==> src/pkg/brs_pkg.sv <==
// constants and types shared by both ends of the regulator sequencer
//
// Overview of operation
// - reference equals offset plus code times step
// - start only with enable high, no lockout
// - ramp reference from zero at programmed slew
// - power-good held low during the ramp
// - power-good rises 45 ms after threshold reached
// - force light-load operation during the ramp
// - current limit kills upper switch at the next edge
// - upper switch stays off 360 ns after trip
// - undervoltage after startup starts hiccup sequence
// - hiccup holds switches off 1.2 ms, restarts
// - undervoltage ignored while startup in progress
// - host enables or disables regulator over bus
// - host selects light-load or continuous conduction
// - host bit gates input overvoltage shutdown
// - host picks power-good on both or under
// - bus accepts writes, code changes while running
// - undervoltage flagged below 80 percent of reference
package brs_pkg;
  localparam int          CLK_MHZ          = 250;
  localparam int          PG_DELAY_MS      = 45;
  localparam int          PG_DELAY_CYC     = PG_DELAY_MS * 1000 * CLK_MHZ;
  localparam int          HICCUP_US_X10    = 12000;  // 1.2 ms in 0.1 us
  localparam int          HICCUP_CYC       = HICCUP_US_X10 * CLK_MHZ / 10;
  localparam int          BLANK_NS         = 360;
  localparam int          BLANK_CYC        = (BLANK_NS * CLK_MHZ) / 1000;
  localparam int          BIAS_CYC         = 16;     // bias settle wait
  // reference in microvolts: offset and step
  localparam logic [31:0] REF_BASE_UV      = 32'h000927c0; // 600000
  localparam logic [31:0] REF_STEP_UV      = 32'h0000125c; // 4700
  localparam int          CODE_W           = 7;
  localparam logic [6:0]  CODE_RST         = 7'h40;
  localparam logic [7:0]  SLEW_RST         = 8'h10;  // uV per cycle
  // command register addresses on the host command port
  localparam logic [1:0]  CMD_CODE         = 2'h0;
  localparam logic [1:0]  CMD_CTRL         = 2'h1;
  localparam logic [1:0]  CMD_SLEW         = 2'h2;
  // control byte fields
  localparam int          CTRL_EN_BIT      = 0;
  localparam int          CTRL_LL_BIT      = 1;
  localparam int          CTRL_OV_BIT      = 2;
  localparam int          CTRL_PGB_BIT     = 3;
  localparam logic [7:0]  CTRL_RST         = 8'h0f;

  typedef enum logic [4:0] {
    ST_OFF    = 5'b00001,
    ST_BIAS   = 5'b00010,
    ST_RAMP   = 5'b00100,
    ST_RUN    = 5'b01000,
    ST_HICCUP = 5'b10000
  } brs_state_t;

  // target reference for a code, in microvolts
  function automatic logic [31:0] brs_ref_uv(input logic [6:0] code);
    brs_ref_uv = REF_BASE_UV + REF_STEP_UV * {25'h0, code};
  endfunction : brs_ref_uv
endpackage : brs_pkg

==> src/pkg/brs_if.sv <==
// interface joining host bus controller and regulator sequencer
`timescale 1ns/1ps
interface brs_if;
  logic       wr_valid;  // one-cycle write strobe
  logic [1:0] wr_addr;
  logic [7:0] wr_data;
  logic       wr_ack;    // one-cycle write acknowledge
  logic [7:0] status;    // sequencer status byte
  modport host   (output wr_valid, wr_addr, wr_data, input wr_ack, status);
  modport device (input wr_valid, wr_addr, wr_data, output wr_ack, status);
endinterface : brs_if

==> src/design/brs_device.sv <==
// regulator sequencer: enable, soft start, power-good, limits, hiccup
`timescale 1ns/1ps
module brs_device
  import brs_pkg::*;
#(
  parameter int PG_CYC     = PG_DELAY_CYC,
  parameter int HICCUP_LEN = HICCUP_CYC
) (
  input  wire logic        i_clk,
  input  wire logic        i_reset,
  brs_if.device            bus,
  input  wire logic        i_enable_pin,
  input  wire logic        i_input_low_lockout,
  input  wire logic        i_input_overvolt,
  input  wire logic [31:0] i_feedback_sense,   // microvolts
  input  wire logic        i_peak_current_limit,
  output logic             o_upper_on,
  output logic             o_lower_on,
  output logic             o_light_load,
  output logic             o_output_in_range_flag,
  output logic             o_feedback_undervolt,
  output logic [31:0]      o_ref_uv
);
  //////////////////////////////////////////////////////////////////////
  // registers
  brs_state_t  state_q, state_d;
  logic [6:0]  code_q;
  logic [7:0]  ctrl_q, slew_q;
  logic [31:0] ref_q, ref_d;
  logic [31:0] cnt_q, cnt_d;
  logic [31:0] pg_cnt_q;
  logic [7:0]  blank_q;
  logic        ack_q;
  logic        pg_q;

  //////////////////////////////////////////////////////////////////////
  // decode
  wire logic        wr_code  = bus.wr_valid && bus.wr_addr == CMD_CODE;
  wire logic        wr_ctrl  = bus.wr_valid && bus.wr_addr == CMD_CTRL;
  wire logic        wr_slew  = bus.wr_valid && bus.wr_addr == CMD_SLEW;
  wire logic [31:0] target   = brs_ref_uv(code_q);
  wire logic        reg_en   = ctrl_q[CTRL_EN_BIT];
  wire logic        ov_fault = ctrl_q[CTRL_OV_BIT] && i_input_overvolt;
  wire logic        go       = i_enable_pin && !i_input_low_lockout
                               && reg_en && !ov_fault;
  wire logic [31:0] ref_step = ref_q + {24'h0, slew_q};
  // thresholds as fractions of the reference
  wire logic [35:0] fb_x10   = {4'h0, i_feedback_sense} * 36'd10;
  wire logic [35:0] ref_x8   = {4'h0, ref_q} * 36'd8;
  wire logic [35:0] ref_x9   = {4'h0, ref_q} * 36'd9;
  wire logic [35:0] ref_x11  = {4'h0, ref_q} * 36'd11;
  wire logic        feedback_undervolt    = fb_x10 < ref_x8;
  wire logic        fb_pg_ok = fb_x10 >= ref_x9 &&
                               (!ctrl_q[CTRL_PGB_BIT] || fb_x10 <= ref_x11);
  wire logic        in_run   = state_q == ST_RUN;
  wire logic        switching = state_q == ST_RAMP || in_run;
  wire logic        fb_low   = i_feedback_sense < ref_q;
  wire logic        blanked  = blank_q != 8'h0;

  //////////////////////////////////////////////////////////////////////
  // sequencer next state
  always_comb begin
    state_d = state_q;
    ref_d   = ref_q;
    cnt_d   = cnt_q;
    case (state_q)
      ST_OFF: begin
        ref_d = 32'h0;
        cnt_d = 32'h0;
        if (go) state_d = ST_BIAS;
      end
      ST_BIAS: begin
        cnt_d = cnt_q + 32'h1;
        if (cnt_q == 32'(BIAS_CYC - 1)) begin
          state_d = ST_RAMP;
          cnt_d   = 32'h0;
        end
      end
      ST_RAMP: begin
        if (ref_step >= target) begin
          ref_d   = target;
          state_d = ST_RUN;
        end else begin
          ref_d = ref_step;
        end
      end
      ST_RUN: begin
        ref_d = target;
        if (feedback_undervolt) begin
          state_d = ST_HICCUP;
          cnt_d   = 32'h0;
        end
      end
      ST_HICCUP: begin
        cnt_d = cnt_q + 32'h1;
        ref_d = 32'h0;
        if (cnt_q == 32'(HICCUP_LEN - 1)) begin
          state_d = ST_RAMP;
          cnt_d   = 32'h0;
        end
      end
      default: state_d = ST_OFF;
    endcase
    if (!go) state_d = ST_OFF;
  end

  //////////////////////////////////////////////////////////////////////
  // sequencer and bus registers
  always_ff @(posedge i_clk or posedge i_reset) begin
    if (i_reset) begin
      state_q <= ST_OFF;
      ref_q   <= 32'h0;
      cnt_q   <= 32'h0;
      code_q  <= CODE_RST;
      ctrl_q  <= CTRL_RST;
      slew_q  <= SLEW_RST;
      ack_q   <= 1'b0;
    end else begin
      state_q <= state_d;
      ref_q   <= ref_d;
      cnt_q   <= cnt_d;
      ack_q   <= bus.wr_valid;
      if (wr_code) code_q <= bus.wr_data[6:0];
      if (wr_ctrl) ctrl_q <= bus.wr_data;
      if (wr_slew) slew_q <= bus.wr_data;
    end
  end

  //////////////////////////////////////////////////////////////////////
  // power-good delay, restarts on any dip
  always_ff @(posedge i_clk or posedge i_reset) begin
    if (i_reset) begin
      pg_cnt_q <= 32'h0;
      pg_q     <= 1'b0;
    end else if (!in_run || !fb_pg_ok) begin
      pg_cnt_q <= 32'h0;
      pg_q     <= 1'b0;
    end else if (pg_cnt_q == 32'(PG_CYC - 1)) begin
      pg_q     <= 1'b1;
    end else begin
      pg_cnt_q <= pg_cnt_q + 32'h1;
    end
  end

  //////////////////////////////////////////////////////////////////////
  // switch drive with current-limit blanking
  always_ff @(posedge i_clk or posedge i_reset) begin
    if (i_reset) begin
      blank_q <= 8'h0;
    end else if (i_peak_current_limit) begin
      blank_q <= 8'(BLANK_CYC);
    end else if (blanked) begin
      blank_q <= blank_q - 8'h1;
    end
  end

  always_ff @(posedge i_clk or posedge i_reset) begin
    if (i_reset) begin
      o_upper_on             <= 1'b0;
      o_lower_on             <= 1'b0;
      o_light_load           <= 1'b1;
      o_output_in_range_flag <= 1'b0;
      o_feedback_undervolt   <= 1'b0;
      o_ref_uv               <= 32'h0;
    end else begin
      // registered, the trip also forces upper off at the next edge
      o_upper_on   <= switching && fb_low && !blanked
                      && !i_peak_current_limit;
      o_lower_on   <= switching && !fb_low;
      o_light_load <= (state_q != ST_RUN) ||
                      ctrl_q[CTRL_LL_BIT];
      o_output_in_range_flag <= pg_q;
      o_feedback_undervolt   <= in_run && feedback_undervolt;
      o_ref_uv               <= ref_q;
    end
  end

  assign bus.wr_ack = ack_q;
  assign bus.status = {3'h0, pg_q, state_q == ST_HICCUP, in_run,
                       state_q == ST_RAMP, go};
endmodule : brs_device

==> src/flat_wrapper.sv <==
// flat-port wrapper written by rule: the top's interface ports become plain ports
module brs_device_flat import brs_pkg::*;
#(
  parameter int PG_CYC     = PG_DELAY_CYC,
  parameter int HICCUP_LEN = HICCUP_CYC
)
  (i_clk, i_reset, i_enable_pin, i_input_low_lockout, i_input_overvolt, i_feedback_sense, i_peak_current_limit, o_upper_on, o_lower_on, o_light_load, o_output_in_range_flag, o_feedback_undervolt, o_ref_uv, bus_wr_valid, bus_wr_addr, bus_wr_data, bus_wr_ack, bus_status);
  brs_if bus_i ();
  input  wire logic i_clk;
  input  wire logic i_reset;
  input  wire logic i_enable_pin;
  input  wire logic i_input_low_lockout;
  input  wire logic i_input_overvolt;
  input  wire logic [31:0] i_feedback_sense;
  input  wire logic i_peak_current_limit;
  output logic o_upper_on;
  output logic o_lower_on;
  output logic o_light_load;
  output logic o_output_in_range_flag;
  output logic o_feedback_undervolt;
  output logic [31:0] o_ref_uv;
  input wire logic [$bits(bus_i.wr_valid)-1:0] bus_wr_valid;
  input wire logic [$bits(bus_i.wr_addr)-1:0] bus_wr_addr;
  input wire logic [$bits(bus_i.wr_data)-1:0] bus_wr_data;
  output wire logic [$bits(bus_i.wr_ack)-1:0] bus_wr_ack;
  output wire logic [$bits(bus_i.status)-1:0] bus_status;
  assign bus_i.wr_valid = bus_wr_valid;
  assign bus_i.wr_addr = bus_wr_addr;
  assign bus_i.wr_data = bus_wr_data;
  assign bus_wr_ack = bus_i.wr_ack;
  assign bus_status = bus_i.status;
  brs_device #(.PG_CYC(PG_CYC), .HICCUP_LEN(HICCUP_LEN)) u_core (.i_clk(i_clk), .i_reset(i_reset), .bus(bus_i), .i_enable_pin(i_enable_pin), .i_input_low_lockout(i_input_low_lockout), .i_input_overvolt(i_input_overvolt), .i_feedback_sense(i_feedback_sense), .i_peak_current_limit(i_peak_current_limit), .o_upper_on(o_upper_on), .o_lower_on(o_lower_on), .o_light_load(o_light_load), .o_output_in_range_flag(o_output_in_range_flag), .o_feedback_undervolt(o_feedback_undervolt), .o_ref_uv(o_ref_uv));
endmodule
==> config.mk <==
export PLATFORM = sky130hd
export DESIGN_NAME = brs_device_flat
export DESIGN_NICKNAME = d
export VERILOG_FILES = /design/src/pkg/brs_pkg.sv /design/src/pkg/brs_if.sv /design/src/design/brs_device.sv /design/src/flat_wrapper.sv
export SDC_FILE = /design/constraint.sdc
export NUM_CORES = 1
export LEC_CHECK = 0
export ABC_AREA = 1
export BUFFER_PORTS_ARGS = -buffer_cell sky130_fd_sc_hd__buf_2
export CAP_MARGIN = 20
export CELL_PAD_IN_SITES_DETAIL_PLACEMENT = 0
export CELL_PAD_IN_SITES_GLOBAL_PLACEMENT = 2
export CORE_ASPECT_RATIO = 2
export CORE_MARGIN = 8
export CORE_UTILIZATION = 30
export CTS_BUF_LIST = sky130_fd_sc_hd__clkbuf_8
export DETAILED_ROUTE_END_ITERATION = 8
export PLACE_DENSITY = 0.74
export SLEW_MARGIN = 20
export SYNTH_ARGS = -nofsm -noshare
export SYNTH_HDL_FRONTEND = slang
export SYNTH_SLANG_ARGS = --single-unit
==> constraint.sdc <==
create_clock -name i_clk -period 7.7 [get_ports i_clk]
set_clock_uncertainty 0.2 [all_clocks]
set_input_delay 0.77 -clock i_clk [delete_from_list [all_inputs] [get_ports i_clk]]
set_output_delay 0.77 -clock i_clk [all_outputs]
set_load 0.05 [all_outputs]
* Word level (Yosys, flattened, before mapping)
Index checks and enable logic that the tools add are counted.
Storage, ports and cells: flip-flop bits (word level) 167, bits of input ports 49, output and inout bits 46
Operators by class: $add $sub $neg 5, $mul 4, $lt $le $gt $ge 5, equality and inequality tests 17, multiplexer cells 18, reduce and logical (&&, ||, !) cells 34
Operators with widths (number):
- 32-bit 2-to-1 mux | 6
- 32-bit one-hot mux with 4 select lines | 1
- 32-bit one-hot mux with 3 select lines | 1
- 32-bit by 4-bit multiplier with 36-bit output (second input constant) | 2
- 32-bit by 1-bit adder with 32-bit output (second input constant) | 2
- 36-bit >= comparator | 1
- 36-bit <= comparator | 1
- 36-bit by 35-bit < comparator with 1-bit output | 1
- 32-bit by 3-bit multiplier with 35-bit output (second input constant) | 1
- 32-bit by 8-bit adder with 32-bit output | 1
- 32-bit by 19-bit == test with 1-bit output (second input constant) | 1
- 32-bit by 24-bit == test with 1-bit output (second input constant) | 1
- 32-bit by 4-bit == test with 1-bit output (second input constant) | 1
- 32-bit >= comparator | 1
- 32-bit < comparator | 1
- 5-bit 2-to-1 mux | 5
- 5-bit one-hot mux with 5 select lines | 1
- 20-bit by 20-bit adder with 21-bit output (first input constant) | 1
- 11-bit by 7-bit multiplier with 18-bit output (first input constant) | 1
- 8-bit 2-to-1 mux | 2
- 1-bit logical AND | 13
- 3-bit inequality test (second input constant) | 4
- 1-bit logical NOT | 8
- 8-bit nonzero test | 1
- 19 further kinds | 25

* Logic depth before layout (Yosys ltp)
depth after elaboration 7, mapped depth 39, depth with buffers taken out 38

* Least setup slack after synthesis
No wires, ideal clock.
kind reg-to-reg, start register u_core.code_q[4], end register u_core.ref_q[8], library setup time 117 ps, arrival time 5118 ps, slack 2265 ps, stages on the path, launching flop included 36, path buffers 1, clock period less this slack 5435 ps, cell sequence dfrtp_1 > fa_1 > inv_1 > fa_1 > inv_1 > fa_1 > fa_1 > ha_1 > nand2_1 > nor2_1 > nand2_1 > nand2_1 > nand2_1 > nand2_1 > nand3_2 > xor2_1 > ha_1 > nand2_1 > inv_1 > nor3_1 > nand2_1 > nand2_1 > nand2_1 > nand2_1 > nand2_1 > a21oi_1 > nand2_1 > nor2_2 > nand2_2 > nand3_4 > buf_6 > nand3b_1 > nand2_1 > nand2_1 > nand2_1 > nand2_1
Between the ends: longest elaborated chain between the ends 5
RTL lines:
- from (decl) | line brs_device.sv:27 | logic [6:0] code_q;
- from (signal assigned) | line brs_device.sv:123 | if (wr_code) code_q <= bus.wr_data[6:0];
- 11-bit by 7-bit multiplier with 18-bit output (*) | line brs_pkg.sv:57 | brs_ref_uv = REF_BASE_UV + REF_STEP_UV * {25'h0, code};
- 20-bit by 20-bit adder with 21-bit output (*) | line brs_pkg.sv:57
- 32-bit >= comparator | line brs_device.sv:80 | if (ref_step >= target) begin
- 32-bit 2-to-1 mux | line brs_device.sv:80
- 32-bit one-hot mux with 3 select lines (*) | line brs_device.sv:66 | case (state_q)
- to (signal assigned) | line brs_device.sv:120 | ref_q <= ref_d;
- to (decl) | line brs_device.sv:29 | logic [31:0] ref_q, ref_d;
Mark *: on every way between the ends. The rest lies on a longest branch, timed or not. A chain may end at the register's enable or synchronous reset.

* Worst setup path after layout
start register u_core.code_q[4], end register u_core.ref_q[16]
Same word-level chain as after synthesis.

==> flow_summary.ini <==
[floorplanning]
die_h_um = 390.2
rows = 137
floorplan.initialDensity = 0.3019
ios = 95
die_area_sq_mm = 0.07926
core_sq_mm = 0.06959
die_x_um = 203.1

[layout]
area_growth_pct = 9.172
postLayoutCellArea_sq_mm = 0.02293
drive_gt1_frac = 0.07833
final_nets = 3421
fillers = 7720
final_cells = 3853
final_cell_mix = 558 x nand2_1, 437 x inv_1, 391 x ha_1, 217 x a21oi_1, 206 x nor2_1
layout_commonest_cell = nand2_1

[synth]
synthArstFlopShare = 1.000
synth_top_cell_by_area = ha_1
synth_seq_cells = 167
synthCells = 2845
avgSynthCellArea_sq_um = 7.384
synth_flop_cell = dfrtp_1
synth_edf_count = 0
synthTopCellsByArea = ha_1 23%, dfrtp_1 19%, nand2_1 10%
netlist_area_sq_mm = 0.02101
synth_cell_types = 65
synth_top_area_share = 0.2329
synth_seq_area_share = 0.1994
synth_warnings = 0

[setup_path]
cpPeakStageDelay_ns = 0.58
critical_path_required_ns = 7.94
endpoint_kind = flop
slowest_stage = fa_1
crit_fanout = 22
arrival_ns = 6.46
worstSetupPathType = flop to flop
critPathLaunchType = flop
path_common_cell = nand2_1

[routing]
via_per_inst = 5.019
drtAntennaViolNets = 0
dr.first_iter.drc_count = 881
vias = 19340
routed_wl_um = 70640
wl_per_cell_um = 18.33
drc = 0
drt-pass1-iter-count = 5

[clock_network]
cts_resized = 0
cts.clk_slew.worst_paths_ns = 0.10
clockBufferDepth = 2
cts_max_level = 4
cts_inserted_buffers = 17
root_buffer = clkbuf_8
cts_tree = yes
cts.hold.buffers_added = 0
cts_sinks = 167
clock_latency_ns = 0.51
cts_setup_buffers = 0

[timing]
finalMaxSlewViolations = 0
rsz0062_at_grt = false
min_period_over_period = 0.8086
tns_ns = 0
hold_viol_final = 0
max_freq_mhz = 160.6
holdWs_ns = 0.09120
tightest_slew_ns = 0.8614
min_period_ns = 6.227
setup_viol_count_final = 0
slew_headroom = 0.4258

[run_status]
run_status = completed

[placement]
place_inst = 3820
gp_congestion = 0.8851
placed_cell_area_sq_mm = 0.02251
dpl.hpwl_um = 59910
numPortBuffers = 91

[global_routing]
grt_max_degree = 66
grt_antenna_before_repair = 2
grt_pass1_wl_um = 110600
gr-usage-all-layers = 0.1780
grt_remaining_overflow = 0
grt_pass1_vias = 20220

[power_and_ir_drop]
powerDensity_mw_per_mm2 = 189.7
leakage_nw = 11.54
vdd_drop_max_mv = 0.1214

[run]
drv_cap = 0

[hold_path]
min_path_type = input port to asynchronous set/reset pin
==> layout make-up <==
cell class | instances | area (sq um) | area share
multi-input combinational | 2195 | 14940 | 0.6513
timing repair buffer | 105 | 560.5 | 0.02444
sequential | 167 | 4189 | 0.1827
tap | 903 | 1130 | 0.04926
inverter | 450 | 1694 | 0.07387
antenna | 1 | 2.502 | 0.0001091
clock inverter | 14 | 173.9 | 0.007583
clock buffer | 18 | 247.7 | 0.01080
==> routing by layer <==
metal  global-route usage  part of all wire
met1               0.1706              0.36
met2               0.3689              0.57
met3              0.01476             0.022
met4              0.08333             0.047
met5                    0                 0
==> worst max-delay path, delay by kind of cell, from the launching register on <==
kind,cells,cell delay [ns]
XOR/XNOR,1,0.27
buffers and inverters,3,0.20
AND/OR/NAND/NOR,21,2.08
flip-flops,1,0.50
AO/OA/AOI/OAI,2,0.27
adder cells (fa/ha/maj),6,2.65
==> final timing paths <==
kind | startpoint | endpoint | slack, ns | cells past startpoint
max in group asynchronous | i_reset | u_core.ref_q[21]$_DFFE_PP0P_ | 5.97 | 3
hold / removal | i_reset | u_core.cnt_q[21]$_DFFE_PP0P_ | 0.09 | 2
min in group i_clk | bus_wr_valid | u_core.bus.wr_ack$_DFF_PP0_ | 0.20 | 1
setup reg to reg | u_core.code_q[4]$_DFFE_PP0P_ | u_core.ref_q[16]$_DFFE_PP0P_ | 1.47 | 33
hold reg to reg | u_core.pg_q$_DFFE_PP0P_ | u_core.o_output_in_range_flag$_DFF_PP0_ | 0.21 | 0
setup / recovery | u_core.code_q[4]$_DFFE_PP0P_ | u_core.ref_q[16]$_DFFE_PP0P_ | 1.47 | 33
==> cell families (layout without fill, tap and decap cells) <==
kind of cell / Yosys count / after routing / share of synthesized area
and+or+nand+nor: 1144 / 1144 / 0.2463
buffers and inverters: 485 / 587 / 0.09035
AOI/OAI and AO/OA: 467 / 467 / 0.1271
adders and majority gates: 436 / 436 / 0.2758
DFF: 167 / 167 / 0.1994
xor gates and xnor gates: 144 / 144 / 0.06039
other: 1 / 4 / 0.0001785
muxes: 1 / 1 / 0.0005360
==> flip-flops by register name, summed over array words and instances (netlist names), 4 cells and up <==
signal           flops
u_core.o_ref_uv     32
u_core.slew_q        8
u_core.ctrl_q        4
u_core.pg_cnt_q     32
u_core.blank_q       8
u_core.ref_q        32
u_core.code_q        7
u_core.cnt_q        32
u_core.state_q       5
==> cells in the mapped netlist, types with 5 or more instances <==
library cell,count
nand4_1,65
dfstp_2,8
nor3b_1,8
o211ai_1,17
inv_2,9
dfrtp_1,159
nor3_1,67
a211oi_1,9
clkbuf_1,19
nand2_1,558
nand3_1,132
buf_4,8
nor2_1,207
ha_1,391
nor4_1,23
o21bai_1,21
o22ai_1,5
nand3_2,13
a21o_1,11
fa_1,45
a21boi_1,5
nand3b_1,18
a31oi_1,9
buf_6,6
o21ai_0,120
a21oi_1,217
xor2_1,96
xnor2_1,47
o21ai_1,7
inv_1,437
a21boi_0,5
o31ai_1,6
nor2_2,9
o21a_1,5
nand2_2,20
a21oi_2,9
==> metrics by stage <==
stage	util	setup slack [ns]	power (mW)
after global placement	0.3235	1.552	3.649
after floorplan	-	2.225	2.981
after CTS	0.3295	1.398	4.434
after global routing	0.3295	0.8248	4.834
final	0.3295	1.473	4.351
after detailed placement	0.3235	1.394	3.693
==> power by group <==
group          switching [mW]  internal, mW  total, mW
sequential             0.0640         0.915      0.979
combinational            1.73         0.938       2.66
clock                   0.377         0.332      0.709
Note: power is estimated with default switching activity, not from simulation.
